==> src/rtl/refclk_pkg.sv <==
// constants and types shared by the reference clock and power-save controller
`default_nettype none
package refclk_pkg;

	// ------------------------------------------------------------
	// register map (byte addresses)
	// ------------------------------------------------------------
	localparam logic [7:0]  REF_CTRL_OFFSET   = 8'h00;
	localparam logic [7:0]  OSC_CTRL_OFFSET   = 8'h04;
	localparam logic [7:0]  PWR_STAT_OFFSET   = 8'h08;

	// ------------------------------------------------------------
	// reference_clock_control fields
	// ------------------------------------------------------------
	localparam int          REF_EN_BIT        = 15;
	localparam int          REF_SLP_BIT       = 13;
	localparam int          REF_SEL_BIT       = 12;
	localparam int          REF_DIV_LSB       = 8;
	localparam int          REF_DIV_WIDTH     = 4;
	localparam logic [15:0] REF_WRITE_MASK    = 16'hBF00;
	localparam logic [15:0] REF_CTRL_RESET    = 16'h0000;

	// ------------------------------------------------------------
	// oscillator_control fields and unlock keys
	// ------------------------------------------------------------
	localparam int          CUR_SRC_LSB       = 12;
	localparam int          NEXT_SRC_LSB      = 8;
	localparam int          SWITCH_BIT        = 0;
	localparam int          SRC_WIDTH         = 3;
	localparam logic [2:0]  SRC_RESET         = 3'h0;
	localparam logic [7:0]  HIGH_KEY_FIRST    = 8'h78;
	localparam logic [7:0]  HIGH_KEY_SECOND   = 8'h9A;
	localparam logic [7:0]  LOW_KEY_FIRST     = 8'h46;
	localparam logic [7:0]  LOW_KEY_SECOND    = 8'h57;

	// ------------------------------------------------------------
	// power-save instruction operands and states
	// ------------------------------------------------------------
	localparam logic        SLEEP_OPERAND     = 1'b0;
	localparam logic        IDLE_OPERAND      = 1'b1;

	typedef enum logic [1:0] {
		STAGE_LOCKED,
		STAGE_KEY1,
		STAGE_OPEN
	} unlock_stage_type;

	typedef enum logic [1:0] {
		PWR_RUN,
		PWR_SLEEP,
		PWR_IDLE
	} power_state_type;

endpackage
`default_nettype wire

==> src/rtl/ref_divider.sv <==
// power-of-two divider for the reference clock output
`default_nettype none
module ref_divider #(
	parameter int DIV_WIDTH = 4
) (
	input  wire logic                 pclk,
	input  wire logic                 presetn,
	input  wire logic                 clear,
	input  wire logic                 base_edge,
	input  wire logic [DIV_WIDTH-1:0] div_sel,
	output logic                      clk_out
);
	localparam int CNT_WIDTH = (1 << DIV_WIDTH) - 1;

	logic [CNT_WIDTH-1:0] count_reg;
	logic [CNT_WIDTH-1:0] limit;

	// output toggles every 2**div_sel base edges, so one period spans 2**(div_sel+1) base edges
	assign limit = CNT_WIDTH'((32'h1 << div_sel) - 32'h1);

	always_ff @(posedge pclk or negedge presetn) begin
		if (!presetn) begin
			count_reg <= '0;
			clk_out   <= 1'b0;
		end else if (clear) begin
			count_reg <= '0;
			clk_out   <= 1'b0;
		end else if (base_edge) begin
			if (count_reg >= limit) begin
				count_reg <= '0;
				clk_out   <= ~clk_out;
			end else begin
				count_reg <= count_reg + CNT_WIDTH'(1);
			end
		end
	end

	property p_div_hold;
		@(posedge pclk) disable iff (!presetn)
		(!clear && !base_edge) |=> $stable(clk_out);
	endproperty
	a_div_hold: assert property (p_div_hold) else $error("divider output moved without a base edge");

endmodule
`default_nettype wire

==> src/rtl/ref_clock_power_ctrl.sv <==
// reference clock output, oscillator control unlock and Sleep/Idle gating
`default_nettype none

// Functional notes
// enable bit drives divided reference clock on pin; cleared, output disabled.
// divisor field divides base clock by two to the field value, up to 32768; the code divides the system clock by twice that.
// source bit one selects primary oscillator, zero selects system clock.
// run-in-sleep bit keeps reference output in Sleep; otherwise output stops.
// software sets run-in-sleep and source bits plus primary mode for Sleep output.
// bit 14 and bits 7..0 read zero; implemented bits reset to zero.
// certain oscillator modes also give a fixed half-rate clock output.
// software writes 0x78 then 0x9A to high byte before new selection.
// software writes 0x46 then 0x57 to low byte before setting switch start.
// Sleep or Idle entered only by power-save instruction; operand picks mode.
// Sleep shuts system clock, on-chip oscillators, freezes all I/O pins.
// fail-safe clock monitor inactive during Sleep.
// low-power oscillator runs in Sleep if watchdog or its calendar needs it.
// watchdog cleared on entry to Sleep and to Idle.
// Sleep disables system-clocked peripherals; external and change notification continue.
// wake on enabled interrupt, any reset or watchdog time-out.
// after Sleep, resume with the clock source active at entry.
// Idle stops CPU, keeps system clock and peripherals running.
// Idle keeps low-power oscillator if watchdog or fail-safe monitor enabled.
// wake from Idle re-applies CPU clock and resumes at once.
// selection write and switch start follow their unlocks immediately.
// disabled or sleeping output held low; divider restarts from zero.
module ref_clock_power_ctrl
	import refclk_pkg::*;
#(
	parameter int ADDR_WIDTH = 8
) (
	input  wire logic                  pclk,
	input  wire logic                  presetn,
	input  wire logic                  psel,
	input  wire logic                  penable,
	input  wire logic                  pwrite,
	input  wire logic [ADDR_WIDTH-1:0] paddr,
	input  wire logic [31:0]           pwdata,
	input  wire logic [3:0]            pstrb,
	output logic [31:0]                prdata,
	output logic                       pready,
	output logic                       pslverr,
	input  wire logic                  primary_osc_pin,
	input  wire logic                  primary_mode_cfg,
	input  wire logic                  half_rate_mode_cfg,
	input  wire logic                  power_save_exec,
	input  wire logic                  power_save_operand,
	input  wire logic                  enabled_irq_pending,
	input  wire logic                  watchdog_timeout,
	input  wire logic                  watchdog_enable,
	input  wire logic                  fail_safe_enable,
	input  wire logic                  calendar_enable,
	input  wire logic                  calendar_on_low_power_internal_osc,
	output logic                       reference_clock_pin,
	output logic                       half_rate_clock_pin,
	output logic                       cpu_clock_en,
	output logic                       sys_clock_src_en,
	output logic                       periph_clock_en,
	output logic                       primary_osc_en,
	output logic                       low_power_osc_en,
	output logic                       fail_safe_active,
	output logic                       io_freeze,
	output logic                       watchdog_clear,
	output logic                       resume_pulse,
	output logic [refclk_pkg::SRC_WIDTH-1:0] active_clock_source
);
	import refclk_pkg::*;

	// ------------------------------------------------------------
	// declarations
	// ------------------------------------------------------------
	logic [15:0]          ref_ctrl_reg;
	logic [15:0]          ref_ctrl_next;
	logic [SRC_WIDTH-1:0] next_src_reg;
	logic [SRC_WIDTH-1:0] cur_src_reg;
	logic [SRC_WIDTH-1:0] saved_src_reg;
	logic                 switch_reg;
	unlock_stage_type     high_stage_reg;
	unlock_stage_type     low_stage_reg;
	power_state_type      state_reg;
	power_state_type      state_next;
	logic                 osc_meta_reg;
	logic                 osc_sync_reg;
	logic                 osc_prev_reg;
	logic                 half_rate_reg;
	logic                 watchdog_clear_reg;
	logic                 resume_reg;
	logic                 bus_access;
	logic                 bus_write;
	logic                 sel_ref;
	logic                 sel_osc;
	logic                 sel_stat;
	logic                 high_write;
	logic                 low_write;
	logic                 ref_enable;
	logic                 ref_in_sleep;
	logic                 ref_src_primary;
	logic                 ref_running;
	logic                 base_edge;
	logic                 osc_edge;
	logic                 sleeping;
	logic                 wake_event;

	// ------------------------------------------------------------
	// apb slave: zero wait states, unmapped addresses flag an error
	// ------------------------------------------------------------
	assign bus_access = psel && penable;
	assign bus_write  = bus_access && pwrite;
	assign sel_ref    = (paddr == ADDR_WIDTH'(REF_CTRL_OFFSET));
	assign sel_osc    = (paddr == ADDR_WIDTH'(OSC_CTRL_OFFSET));
	assign sel_stat   = (paddr == ADDR_WIDTH'(PWR_STAT_OFFSET));
	assign pready     = 1'b1;
	assign high_write = bus_write && sel_osc && pstrb[1];
	assign low_write  = bus_write && sel_osc && pstrb[0];

	always_ff @(posedge pclk or negedge presetn) begin
		if (!presetn) begin
			prdata  <= 32'h0000_0000;
			pslverr <= 1'b0;
		end else if (psel && !penable) begin
			pslverr <= !(sel_ref || sel_osc || sel_stat);
			if (pwrite || !(sel_ref || sel_osc || sel_stat)) begin
				prdata <= 32'h0000_0000;
			end else if (sel_ref) begin
				prdata <= {16'h0000, ref_ctrl_reg};
			end else if (sel_osc) begin
				prdata <= {16'h0000, 1'b0, cur_src_reg, 1'b0, next_src_reg, 7'h00, switch_reg};
			end else begin
				prdata <= {28'h0000000, io_freeze, !cpu_clock_en, state_reg};
			end
		end
	end

	// ------------------------------------------------------------
	// reference_clock_control
	// ------------------------------------------------------------
	always_comb begin
		ref_ctrl_next = ref_ctrl_reg;
		if (bus_write && sel_ref && pstrb[1]) begin
			ref_ctrl_next[15:8] = pwdata[15:8] & REF_WRITE_MASK[15:8];
		end
	end

	always_ff @(posedge pclk or negedge presetn) begin
		if (!presetn) begin
			ref_ctrl_reg <= REF_CTRL_RESET;
		end else begin
			ref_ctrl_reg <= ref_ctrl_next;
		end
	end

	assign ref_enable      = ref_ctrl_reg[REF_EN_BIT];
	assign ref_in_sleep    = ref_ctrl_reg[REF_SLP_BIT];
	assign ref_src_primary = ref_ctrl_reg[REF_SEL_BIT];

	// ------------------------------------------------------------
	// primary oscillator pin: two-stage synchroniser, then edge detect
	// ------------------------------------------------------------
	always_ff @(posedge pclk or negedge presetn) begin
		if (!presetn) begin
			osc_meta_reg <= 1'b0;
			osc_sync_reg <= 1'b0;
			osc_prev_reg <= 1'b0;
		end else begin
			osc_meta_reg <= primary_osc_pin;
			osc_sync_reg <= osc_meta_reg;
			osc_prev_reg <= osc_sync_reg;
		end
	end

	// both edges count, so the pin is reproduced at divisor code zero
	assign osc_edge = osc_sync_reg ^ osc_prev_reg;

	// ------------------------------------------------------------
	// reference output path
	// ------------------------------------------------------------
	assign sleeping    = (state_reg == PWR_SLEEP);
	// the system clock is gone in Sleep, so only the primary source can keep running
	assign ref_running = ref_enable && (!sleeping || (ref_in_sleep && ref_src_primary));
	assign base_edge   = ref_src_primary ? osc_edge : 1'b1;

	ref_divider #(
		.DIV_WIDTH (REF_DIV_WIDTH)
	) u_divider (
		.pclk      (pclk),
		.presetn   (presetn),
		.clear     (!ref_running),
		.base_edge (base_edge),
		.div_sel   (ref_ctrl_reg[REF_DIV_LSB +: REF_DIV_WIDTH]),
		.clk_out   (reference_clock_pin)
	);

	// ------------------------------------------------------------
	// half-rate clock output
	// ------------------------------------------------------------
	always_ff @(posedge pclk or negedge presetn) begin
		if (!presetn) begin
			half_rate_reg <= 1'b0;
		end else if (half_rate_mode_cfg && !sleeping) begin
			half_rate_reg <= ~half_rate_reg;
		end else begin
			half_rate_reg <= 1'b0;
		end
	end
	assign half_rate_clock_pin = half_rate_reg;

	// ------------------------------------------------------------
	// oscillator_control unlock sequences
	// ------------------------------------------------------------
	// any other completed transfer breaks the sequence, so keys must be back to back
	function automatic unlock_stage_type unlock_step(
		input unlock_stage_type stage,
		input logic             access,
		input logic             wr,
		input logic [7:0]       data,
		input logic [7:0]       key1,
		input logic [7:0]       key2
	);
		unlock_stage_type result;
		result = stage;
		if (access) begin
			if (wr && data == key1) begin
				result = STAGE_KEY1;
			end else if (wr && stage == STAGE_KEY1 && data == key2) begin
				result = STAGE_OPEN;
			end else begin
				result = STAGE_LOCKED;
			end
		end
		return result;
	endfunction

	always_ff @(posedge pclk or negedge presetn) begin
		if (!presetn) begin
			high_stage_reg <= STAGE_LOCKED;
			low_stage_reg  <= STAGE_LOCKED;
		end else begin
			high_stage_reg <= unlock_step(high_stage_reg, bus_access, high_write,
				pwdata[15:8], HIGH_KEY_FIRST, HIGH_KEY_SECOND);
			low_stage_reg  <= unlock_step(low_stage_reg, bus_access, low_write,
				pwdata[7:0], LOW_KEY_FIRST, LOW_KEY_SECOND);
		end
	end

	always_ff @(posedge pclk or negedge presetn) begin
		if (!presetn) begin
			next_src_reg <= SRC_RESET;
		end else if (high_write && high_stage_reg == STAGE_OPEN) begin
			next_src_reg <= pwdata[NEXT_SRC_LSB +: SRC_WIDTH];
		end
	end

	// switch completes one cycle after start; oscillator start-up is outside this block
	always_ff @(posedge pclk or negedge presetn) begin
		if (!presetn) begin
			switch_reg <= 1'b0;
		end else if (low_write && low_stage_reg == STAGE_OPEN && pwdata[SWITCH_BIT]) begin
			switch_reg <= 1'b1;
		end else begin
			switch_reg <= 1'b0;
		end
	end

	always_ff @(posedge pclk or negedge presetn) begin
		if (!presetn) begin
			cur_src_reg   <= SRC_RESET;
			saved_src_reg <= SRC_RESET;
		end else begin
			if (state_reg == PWR_RUN && state_next == PWR_SLEEP) begin
				saved_src_reg <= cur_src_reg;
			end
			if (state_reg == PWR_SLEEP && state_next == PWR_RUN) begin
				cur_src_reg <= saved_src_reg;
			end else if (switch_reg && !sleeping) begin
				cur_src_reg <= next_src_reg;
			end
		end
	end
	assign active_clock_source = cur_src_reg;

	// ------------------------------------------------------------
	// power-save state machine
	// ------------------------------------------------------------
	assign wake_event = enabled_irq_pending || watchdog_timeout;

	always_comb begin
		state_next = state_reg;
		unique case (state_reg)
			PWR_RUN: begin
				if (power_save_exec) begin
					state_next = (power_save_operand == SLEEP_OPERAND) ? PWR_SLEEP : PWR_IDLE;
				end
			end
			PWR_SLEEP, PWR_IDLE: begin
				if (wake_event) begin
					state_next = PWR_RUN;
				end
			end
			default: begin
				state_next = PWR_RUN;
			end
		endcase
	end

	always_ff @(posedge pclk or negedge presetn) begin
		if (!presetn) begin
			state_reg <= PWR_RUN;
		end else begin
			state_reg <= state_next;
		end
	end

	always_ff @(posedge pclk or negedge presetn) begin
		if (!presetn) begin
			watchdog_clear_reg <= 1'b0;
			resume_reg         <= 1'b0;
		end else begin
			watchdog_clear_reg <= watchdog_enable && state_reg == PWR_RUN
				&& state_next != PWR_RUN;
			resume_reg <= state_reg != PWR_RUN && state_next == PWR_RUN;
		end
	end
	assign watchdog_clear = watchdog_clear_reg;
	assign resume_pulse   = resume_reg;

	// ------------------------------------------------------------
	// clock and oscillator gating
	// ------------------------------------------------------------
	assign cpu_clock_en     = (state_reg == PWR_RUN);
	assign sys_clock_src_en = !sleeping;
	assign periph_clock_en  = !sleeping;
	assign io_freeze        = sleeping;
	assign fail_safe_active = fail_safe_enable && !sleeping;
	assign primary_osc_en   = primary_mode_cfg && (!sleeping || (ref_enable && ref_in_sleep
		&& ref_src_primary));
	always_comb begin
		unique case (state_reg)
			PWR_SLEEP: low_power_osc_en = watchdog_enable
				|| (calendar_enable && calendar_on_low_power_internal_osc);
			PWR_IDLE:  low_power_osc_en = watchdog_enable || fail_safe_enable
				|| (calendar_enable && calendar_on_low_power_internal_osc);
			default:   low_power_osc_en = watchdog_enable || fail_safe_enable
				|| (calendar_enable && calendar_on_low_power_internal_osc);
		endcase
	end

	// ------------------------------------------------------------
	// checks
	// ------------------------------------------------------------
	property p_ref_low_when_off;
		@(posedge pclk) disable iff (!presetn)
		!ref_running |=> !reference_clock_pin;
	endproperty
	a_ref_low_when_off: assert property (p_ref_low_when_off) else $error("reference pin not held low");

	property p_ref_sleep_stop;
		@(posedge pclk) disable iff (!presetn)
		(sleeping && !ref_in_sleep) [*2] |-> !reference_clock_pin;
	endproperty
	a_ref_sleep_stop: assert property (p_ref_sleep_stop) else $error("reference ran in sleep");

	property p_ref_toggles;
		@(posedge pclk) disable iff (!presetn)
		(ref_running && !ref_src_primary && ref_ctrl_reg[11:8] == 4'h0) [*3]
			|-> reference_clock_pin != $past(reference_clock_pin);
	endproperty
	a_ref_toggles: assert property (p_ref_toggles) else $error("undivided system reference stuck");

	property p_reserved_zero;
		@(posedge pclk) disable iff (!presetn)
		ref_ctrl_reg[14] == 1'b0 && ref_ctrl_reg[7:0] == 8'h00;
	endproperty
	a_reserved_zero: assert property (p_reserved_zero) else $error("reserved bits set");

	property p_enter_only_by_instr;
		@(posedge pclk) disable iff (!presetn)
		(state_reg == PWR_RUN && !power_save_exec) |=> state_reg == PWR_RUN;
	endproperty
	a_enter_only_by_instr: assert property (p_enter_only_by_instr) else $error("left run unasked");

	property p_sleep_gating;
		@(posedge pclk) disable iff (!presetn)
		(state_reg == PWR_RUN && power_save_exec && power_save_operand == SLEEP_OPERAND)
			|=> io_freeze && !sys_clock_src_en && !periph_clock_en && !fail_safe_active;
	endproperty
	a_sleep_gating: assert property (p_sleep_gating) else $error("sleep gating wrong");

	property p_idle_gating;
		@(posedge pclk) disable iff (!presetn)
		(state_reg == PWR_RUN && power_save_exec && power_save_operand == IDLE_OPERAND)
			|=> !cpu_clock_en && sys_clock_src_en && periph_clock_en;
	endproperty
	a_idle_gating: assert property (p_idle_gating) else $error("idle gating wrong");

	property p_wdt_clear;
		@(posedge pclk) disable iff (!presetn)
		(state_reg == PWR_RUN && power_save_exec && watchdog_enable) |=> watchdog_clear;
	endproperty
	a_wdt_clear: assert property (p_wdt_clear) else $error("watchdog not cleared");

	property p_wake;
		@(posedge pclk) disable iff (!presetn)
		(state_reg != PWR_RUN && wake_event) |=> cpu_clock_en && resume_pulse;
	endproperty
	a_wake: assert property (p_wake) else $error("missed wake-up");

	property p_source_kept;
		@(posedge pclk) disable iff (!presetn)
		(state_reg == PWR_SLEEP && state_next == PWR_RUN)
			|=> cur_src_reg == $past(saved_src_reg);
	endproperty
	a_source_kept: assert property (p_source_kept) else $error("source changed over sleep");

	property p_low_power_internal_osc_sleep;
		@(posedge pclk) disable iff (!presetn)
		(sleeping && watchdog_enable) |-> low_power_osc_en;
	endproperty
	a_low_power_internal_osc_sleep: assert property (p_low_power_internal_osc_sleep) else $error("low_power_internal_osc off with watchdog");

	property p_low_power_internal_osc_idle;
		@(posedge pclk) disable iff (!presetn)
		(state_reg == PWR_IDLE && fail_safe_enable) |-> low_power_osc_en;
	endproperty
	a_low_power_internal_osc_idle: assert property (p_low_power_internal_osc_idle) else $error("low_power_internal_osc off in idle");

	property p_half_rate;
		@(posedge pclk) disable iff (!presetn)
		(half_rate_mode_cfg && !sleeping) [*2] |-> half_rate_clock_pin != $past(half_rate_clock_pin);
	endproperty
	a_half_rate: assert property (p_half_rate) else $error("half-rate clock stuck");

	property p_posc_sleep_off;
		@(posedge pclk) disable iff (!presetn)
		(sleeping && !(ref_enable && ref_in_sleep && ref_src_primary)) |-> !primary_osc_en;
	endproperty
	a_posc_sleep_off: assert property (p_posc_sleep_off) else $error("primary osc left on");

endmodule
`default_nettype wire

==> config.mk <==
export PLATFORM = sky130hd
export DESIGN_NAME = ref_clock_power_ctrl
export DESIGN_NICKNAME = d
export VERILOG_FILES = /design/src/rtl/refclk_pkg.sv /design/src/rtl/ref_divider.sv /design/src/rtl/ref_clock_power_ctrl.sv
export SDC_FILE = /design/constraint.sdc
export NUM_CORES = 1
export LEC_CHECK = 0
export BUFFER_PORTS_ARGS = -buffer_cell sky130_fd_sc_hd__buf_2
export CORE_MARGIN = 2
export CORE_UTILIZATION = 40
export CTS_BUF_LIST = sky130_fd_sc_hd__clkbuf_16
export DETAILED_ROUTE_END_ITERATION = 7
export PLACE_DENSITY = 0.79
export RECOVER_POWER = 100
export SLEW_MARGIN = 15
export SYNTH_ARGS = -nofsm -noshare
export SYNTH_HDL_FRONTEND = slang
export SYNTH_SLANG_ARGS = --single-unit
==> constraint.sdc <==
create_clock -name pclk -period 3.15 [get_ports pclk]
set_clock_uncertainty 0.15 [all_clocks]
set_input_delay 0.63 -clock pclk [delete_from_list [all_inputs] [get_ports pclk]]
set_output_delay 0.63 -clock pclk [all_outputs]
set_load 0.01 [all_outputs]
# After elaboration in Yosys (flattened, before gate mapping)
# Index checks and enable logic that the tools add are counted.
# op_classes
n_eq_ne	15
magnitude_cmp	1
bitwise	3
n_shift	1
reduce_logical	52
mux	23
multipliers	0
div	0
n_addsub	2
# ops
operator	n
32-bit 2-to-1 mux	2
15-bit 2-to-1 mux	4
1-bit logical AND	31
8-bit by 7-bit equality test with 1-bit output, second input constant	3
15-bit by 1-bit adder with 15-bit output, second input constant	1
15-bit >= comparator	1
1-bit by 4-bit left shift with 15-bit output, first input constant	1
15-bit by 1-bit subtractor with 15-bit output, second input constant	1
2-bit 2-to-1 mux	7
1-bit logical OR	9
2-bit by 1-bit equality test with 1-bit output, second input constant	4
8-bit by 3-bit equality test with 1-bit output, second input constant	1
8-bit by 4-bit equality test with 1-bit output, second input constant	1
8-bit equality test, second input constant	1
8-bit logical NOT	1
1-bit 2-to-1 mux	7
2-bit equality test, second input constant	3
3-bit 2-to-1 mux	2
2-bit nonzero test	3
1-bit logical NOT	4
2-bit logical NOT	2
2-bit by 1-bit inequality test with 1-bit output, second input constant	2
2-bit one-hot mux with 2 select lines	1
1-bit inverter	2
other kinds (3)	3
# totals
ff_bits	78
inputBits	60
memories	0
mem_bits_ro	0
latch_bits	0
ram_bits	0
output_inout_bits	48

# Longest topological paths before layout
# depth
word_depth	8
mapped_depth	16

# Hierarchy
# From an unflattened synthesis, not the netlist that was laid out.
# unflattened
cells_unflattened	348
hier_area_um2	3497.1
# by_module_without_submodules
mod	area_each_um2	cells_per_inst	instances	seq_area_each_um2
ref_clock_power_ctrl	2163.3	197	1	1051.0
ref_divider	1333.8	151	1	400.4

# Worst setup path before layout
# Ideal clock, no wire load.
# synth_timing
path_type	register -> register
startpoint	register ref_ctrl_reg[8]
endpoint	register u_divider.count_reg[10]
t_required_ns	2.868
path_stages_with_launch	16
t_arrival_ns	3.204
synth_period_minus_slack_ns	3.486
setup_slack_ns	-0.336
setup_ns	0.132
path_cell_list	dfrtp_1 -> or2_2 -> or3_1 -> ha_1 -> clkbuf_1 -> nor3_1 -> a21oi_1 -> a2bb2oi_1 -> ha_1 -> nand4_1 -> nor4_1 -> nor3_1 -> o2111ai_1 -> and2_1 -> clkbuf_1 -> nor2_1
# synth_between
elab_chain_cells	6
# synth_rtl
element	line_no	source
start: declaration	ref_clock_power_ctrl.sv:72	logic [15:0] ref_ctrl_reg;
start signal: assignment	ref_clock_power_ctrl.sv:148	ref_ctrl_reg <= ref_ctrl_next;
1-bit by 4-bit left shift with 15-bit output	ref_divider.sv:19	assign limit = CNT_WIDTH'((32'h1 << div_sel) - 32'h1);
15-bit by 1-bit subtractor with 15-bit output	ref_divider.sv:19	
15-bit >= comparator	ref_divider.sv:29	if (count_reg >= limit) begin
15-bit 2-to-1 mux	ref_divider.sv:29	
15-bit 2-to-1 mux	ref_divider.sv:28	end else if (base_edge) begin
15-bit 2-to-1 mux	ref_divider.sv:25	end else if (clear) begin
end signal: assignment	ref_divider.sv:33	count_reg <= count_reg + CNT_WIDTH'(1);
end: declaration	ref_divider.sv:15	logic [CNT_WIDTH-1:0] count_reg;
# No other way between the ends. The select of a mux whose other input is x is not followed.
# A chain may end at the register's enable or synchronous reset.

# Worst setup path after layout
# layout_timing
startpoint	register ref_ctrl_reg[9]
endpoint	register u_divider.clk_out
# layout_between
elab_chain_cells	5
# layout_rtl
element	line_no	source
1-bit by 4-bit left shift with 15-bit output	ref_divider.sv:19	
15-bit by 1-bit subtractor with 15-bit output	ref_divider.sv:19	
15-bit >= comparator	ref_divider.sv:29	
2-bit by 1-bit inequality test with 1-bit output (no source line)	-	
2-bit AND reduction (no source line)	-	
end signal: assignment	ref_divider.sv:31	clk_out <= ~clk_out;
end: declaration	ref_divider.sv:11	output logic clk_out
# No other way between the ends.

==> qor_table.md <==
| Metric | Reported | Unit |
|---|---|---|
| Result of the run | finished, violations left | - |
| Violations in the final reports | negative setup slack | - |
| Fraction of the cycle the final worst path needs | 102 | % |
| Number of inserted diodes | 0 | - |
| Clock latency reported for the late side of the worst-skew pair | 0.33 | ns |
| Non-filler instance count after layout | 539 | - |
| Share of total power in combinational logic | 15.9 | % |
| Kind of capture point of the worst setup path | register | - |
| Clock network fraction of total power | 45.2 | % |
| Ports | 108 | - |
| Number of enable flip-flop cells after synthesis | 0 | - |
| Max-cap viol count | 0 | - |
| Switching power total | 0.577 | mW |
| Height of the chip | 95.9 | um |
| Max-slew violations | 0 | - |
| Leading post-synthesis cells by cell area | dfrtp_1 (43%), ha_1 (7.4%), buf_4 (4.9%), nand2_1 (4.1%), o21ai_0 (3.6%) | - |
| Via count of the first global-routing pass | 2,837 | - |
| Number of synthesized register bits | 58 | - |
| Hold buffer count at cts | 0 | - |
| Number of rows created at floorplan | 33 | - |
| Final Hold Viols | 0 | - |
| Standard cell core area | 8220 | um2 |
| Layout cell share with drive strength beyond 1 | 21.7 | % |
| Most common cell after layout, fill and taps aside | dfrtp_1 | - |
| Endpoints failing setup | 9 | - |
| Top library cells by usage in the layout, fill and taps aside | dfrtp_1 (58), buf_2 (39), nand2_1 (37) | - |
| Worst path required time | 3.21 | ns |
| Pre-antenna DRT Iters | 4 | - |
| Die area | 9200 | um2 |
| Startpoint type of the worst setup path | register | - |
| TritonCTS clock tree | done | - |
| Flip-flop count of the largest register after layout | 15 | - |
| Design Power | 2.07 | mW |
| Number of levels the H-tree was split into | 3 | - |
| Kind of path behind the tightest hold check | register to register | - |
| Portion of total power attributed to sequential cells | 38.8 | % |
| Post-layout utilization of the core | 50.2 | % |
| Clock tree root buffer cell | clkbuf_16 | - |
| Top fanout value on the critical path | 8 | - |
| Worst setup margin | -0.0538 | ns |
| Slowest cell on the critical path | or3_4 | - |
| Die width | 95.9 | um |
| Final hold slack | 0.201 | ns |
| Area of the mapped netlist | 3380 | um2 |
| WL per Instance | 15.1 | um |
| Share of total power consumed by net switching | 27.9 | % |
| Cells along the critical path | or2_4 -> or3_4 -> ha_4 -> nor3_4 -> a21o_1 -> a32oi_2 -> ha_1 -> nand4_1 -> nor4_1 -> nor3_1 -> o2111ai_2 -> and2_4 -> mux2_4 | - |
| Setup repair after global routing missed its margin | yes | - |
| Detailed Route Iter0 Violations | 123 | - |
| Share of the yosys chip area belonging to registers | 43.0 | % |
| Total negative slack for setup checks | -0.0973 | ns |
| Clock transition at path regs | 0.05 | ns |
| Slew headroom | 3.00 | % |
| CTS Buf Count | 9 | - |
| Primary FF master, synth | dfrtp_1 | - |
| Shortest period the worst path allows | 3.20 | ns |
| Starting Density | 41.1 | % |
| Number of vias in the routed layout | 2,858 | - |
| Routed via count divided by cell count | 5.30 | - |
| Overall global routing resource usage | 18.4 | % |
| Nets | 510 | - |
| Remaining Overflow, GRT | 0 | - |
| Top cell type by total area after synthesis | dfrtp_1 | - |
| Peak VDD IR | 0.294 | mV |
| Clk buf depth | 2 | - |
| Achievable clock frequency | 0.312 | GHz |
| Post-synthesis instance total | 347 | - |
| Arrival time of data at the critical path endpoint | 3.26 | ns |
| Initial antenna violation count | 0 | - |
| Share of flip-flops with an asynchronous set or reset after synthesis | 100 | % |
| Syn Area/Cell | 9.74 | um2 |
| Power Internal | 1.49 | mW |
| Placer's final routability congestion estimate | 0.816 | - |
| Cell variety after synth | 50 | - |
| Number of sinks driven by the clock tree | 58 | - |
| Final routed wirelength across all metal layers | 8140 | um |
| Power per standard cell area | 501 | nW/um2 |
| Maximum number of pins on one net before global-route repair | 29 | - |
| Post-detailed-route DRC marker count | 0 | - |
| Slew at the pin closest to its max-slew limit | 1.45 | ns |
| Worst setup path class | register to register | - |
| Crit path largest cell delay | 0.38 | ns |
| Leakage | 1.98 | nW |
| Global-route wire length before repair | 13,000 | um |
| DP Wirelength | 6150 | um |
| Area share of the leading cell type in the synthesized netlist | 43.0 | % |
| Cells after DPL | 524 | - |
| Count of warnings emitted by yosys | 0 | - |
| Buffers on Ports | 68 | - |
| Number of nets with antenna violations after detailed routing | 0 | - |
| Layout area overhead | 22.2 | % |
cells in the mapped netlist (3+ instances only):
cell type,instances
nor2_1,30
mux2_1,3
nor3_1,11
mux2_2,10
o21ai_0,24
nand2_1,37
nand4_1,8
o31ai_1,3
a21oi_1,10
clkbuf_1,8
xor2_1,7
nor2b_1,10
mux2i_1,5
a32o_1,3
and2_1,3
a211oi_1,3
dfrtp_1,58
inv_1,9
a22o_1,8
nand3_1,7
and3_1,3
buf_4,22
a21o_1,5
xnor2_1,5
ha_1,20
power groups by stage:
stage	Combinational (mW)	Sequential, mW	Clock (mW)
floorplan	0.212	0.817	0
global placement	0.336	0.812	0
detailed placement	0.345	0.814	0
CTS	0.347	0.802	0.948
global route	0.368	0.806	0.981
finish	0.329	0.803	0.935
worst max-delay path, delay by kind of cell (launching register included):
| kind | cells | cell delay, ns |
|---|---|---|
| simple gates | 7 | 1.39 |
| compound gates | 3 | 0.38 |
| fa+ha+maj | 2 | 0.52 |
| flops | 1 | 0.37 |
| mux | 1 | 0.29 |
cell type report:
class                   instances  area, um2
well taps                     105        131
flip-flops and latches         58       1450
inverters                       9       33.8
fillers                       742       4090
clock inverters                 6       60.1
multi-input cells             268       1810
clock buffers                   9        225
repair buffers                 84        413
kinds of logic (layout without fill, tap and decap cells):
logic type / after synthesis / count (layout) / share of synthesized area (%)
simple gates: 131 / 131 / 20.6
xor+xnor: 12 / 12 / 3.11
fa+ha+maj: 20 / 20 / 7.41
buf+inv: 40 / 108 / 6.93
mux: 18 / 18 / 5.81
flops: 58 / 58 / 43.0
compound gates: 66 / 66 / 13.0
other cells: 2 / 21 / 0.222
through the flow:
step | worst slack, ns | area, um2
after CTS | -0.0245 | 4180
after detailed placement | -0.0657 | 3880
after floorplan | -0.126 | 3510
final | -0.0538 | 4130
after global routing | -0.199 | 4130
after global placement | -0.00825 | 3880
path summary, 6_finish.rpt:
path,from,endpoint,slack [ns],cells after the start
max,ref_ctrl_reg[9],u_divider.clk_out,-0.05,13
min,osc_meta_reg,osc_sync_reg,0.20,0
max reg2reg,ref_ctrl_reg[9],u_divider.clk_out,-0.05,13
min reg2reg,osc_meta_reg,osc_sync_reg,0.20,0
max in group asynchronous,presetn,prdata[0],0.77,2
min in group asynchronous,presetn,u_divider.count_reg[8],0.49,1
routing by layer:
metal	vias up	track usage [%]	wire, um
li1	1364	-	-
met4	0	8.69	238
met2	75	32.6	4240
met1	1403	21.0	3350
met5	-	0	0
met3	16	4.23	315
repair_timing:
action	in CTS	in global routing
buffers inserted	0	0
resized for setup	3	10
pin swaps	8	3
setup endpoints to repair	15	15
Note: power is estimated with default switching activity, not from simulation.
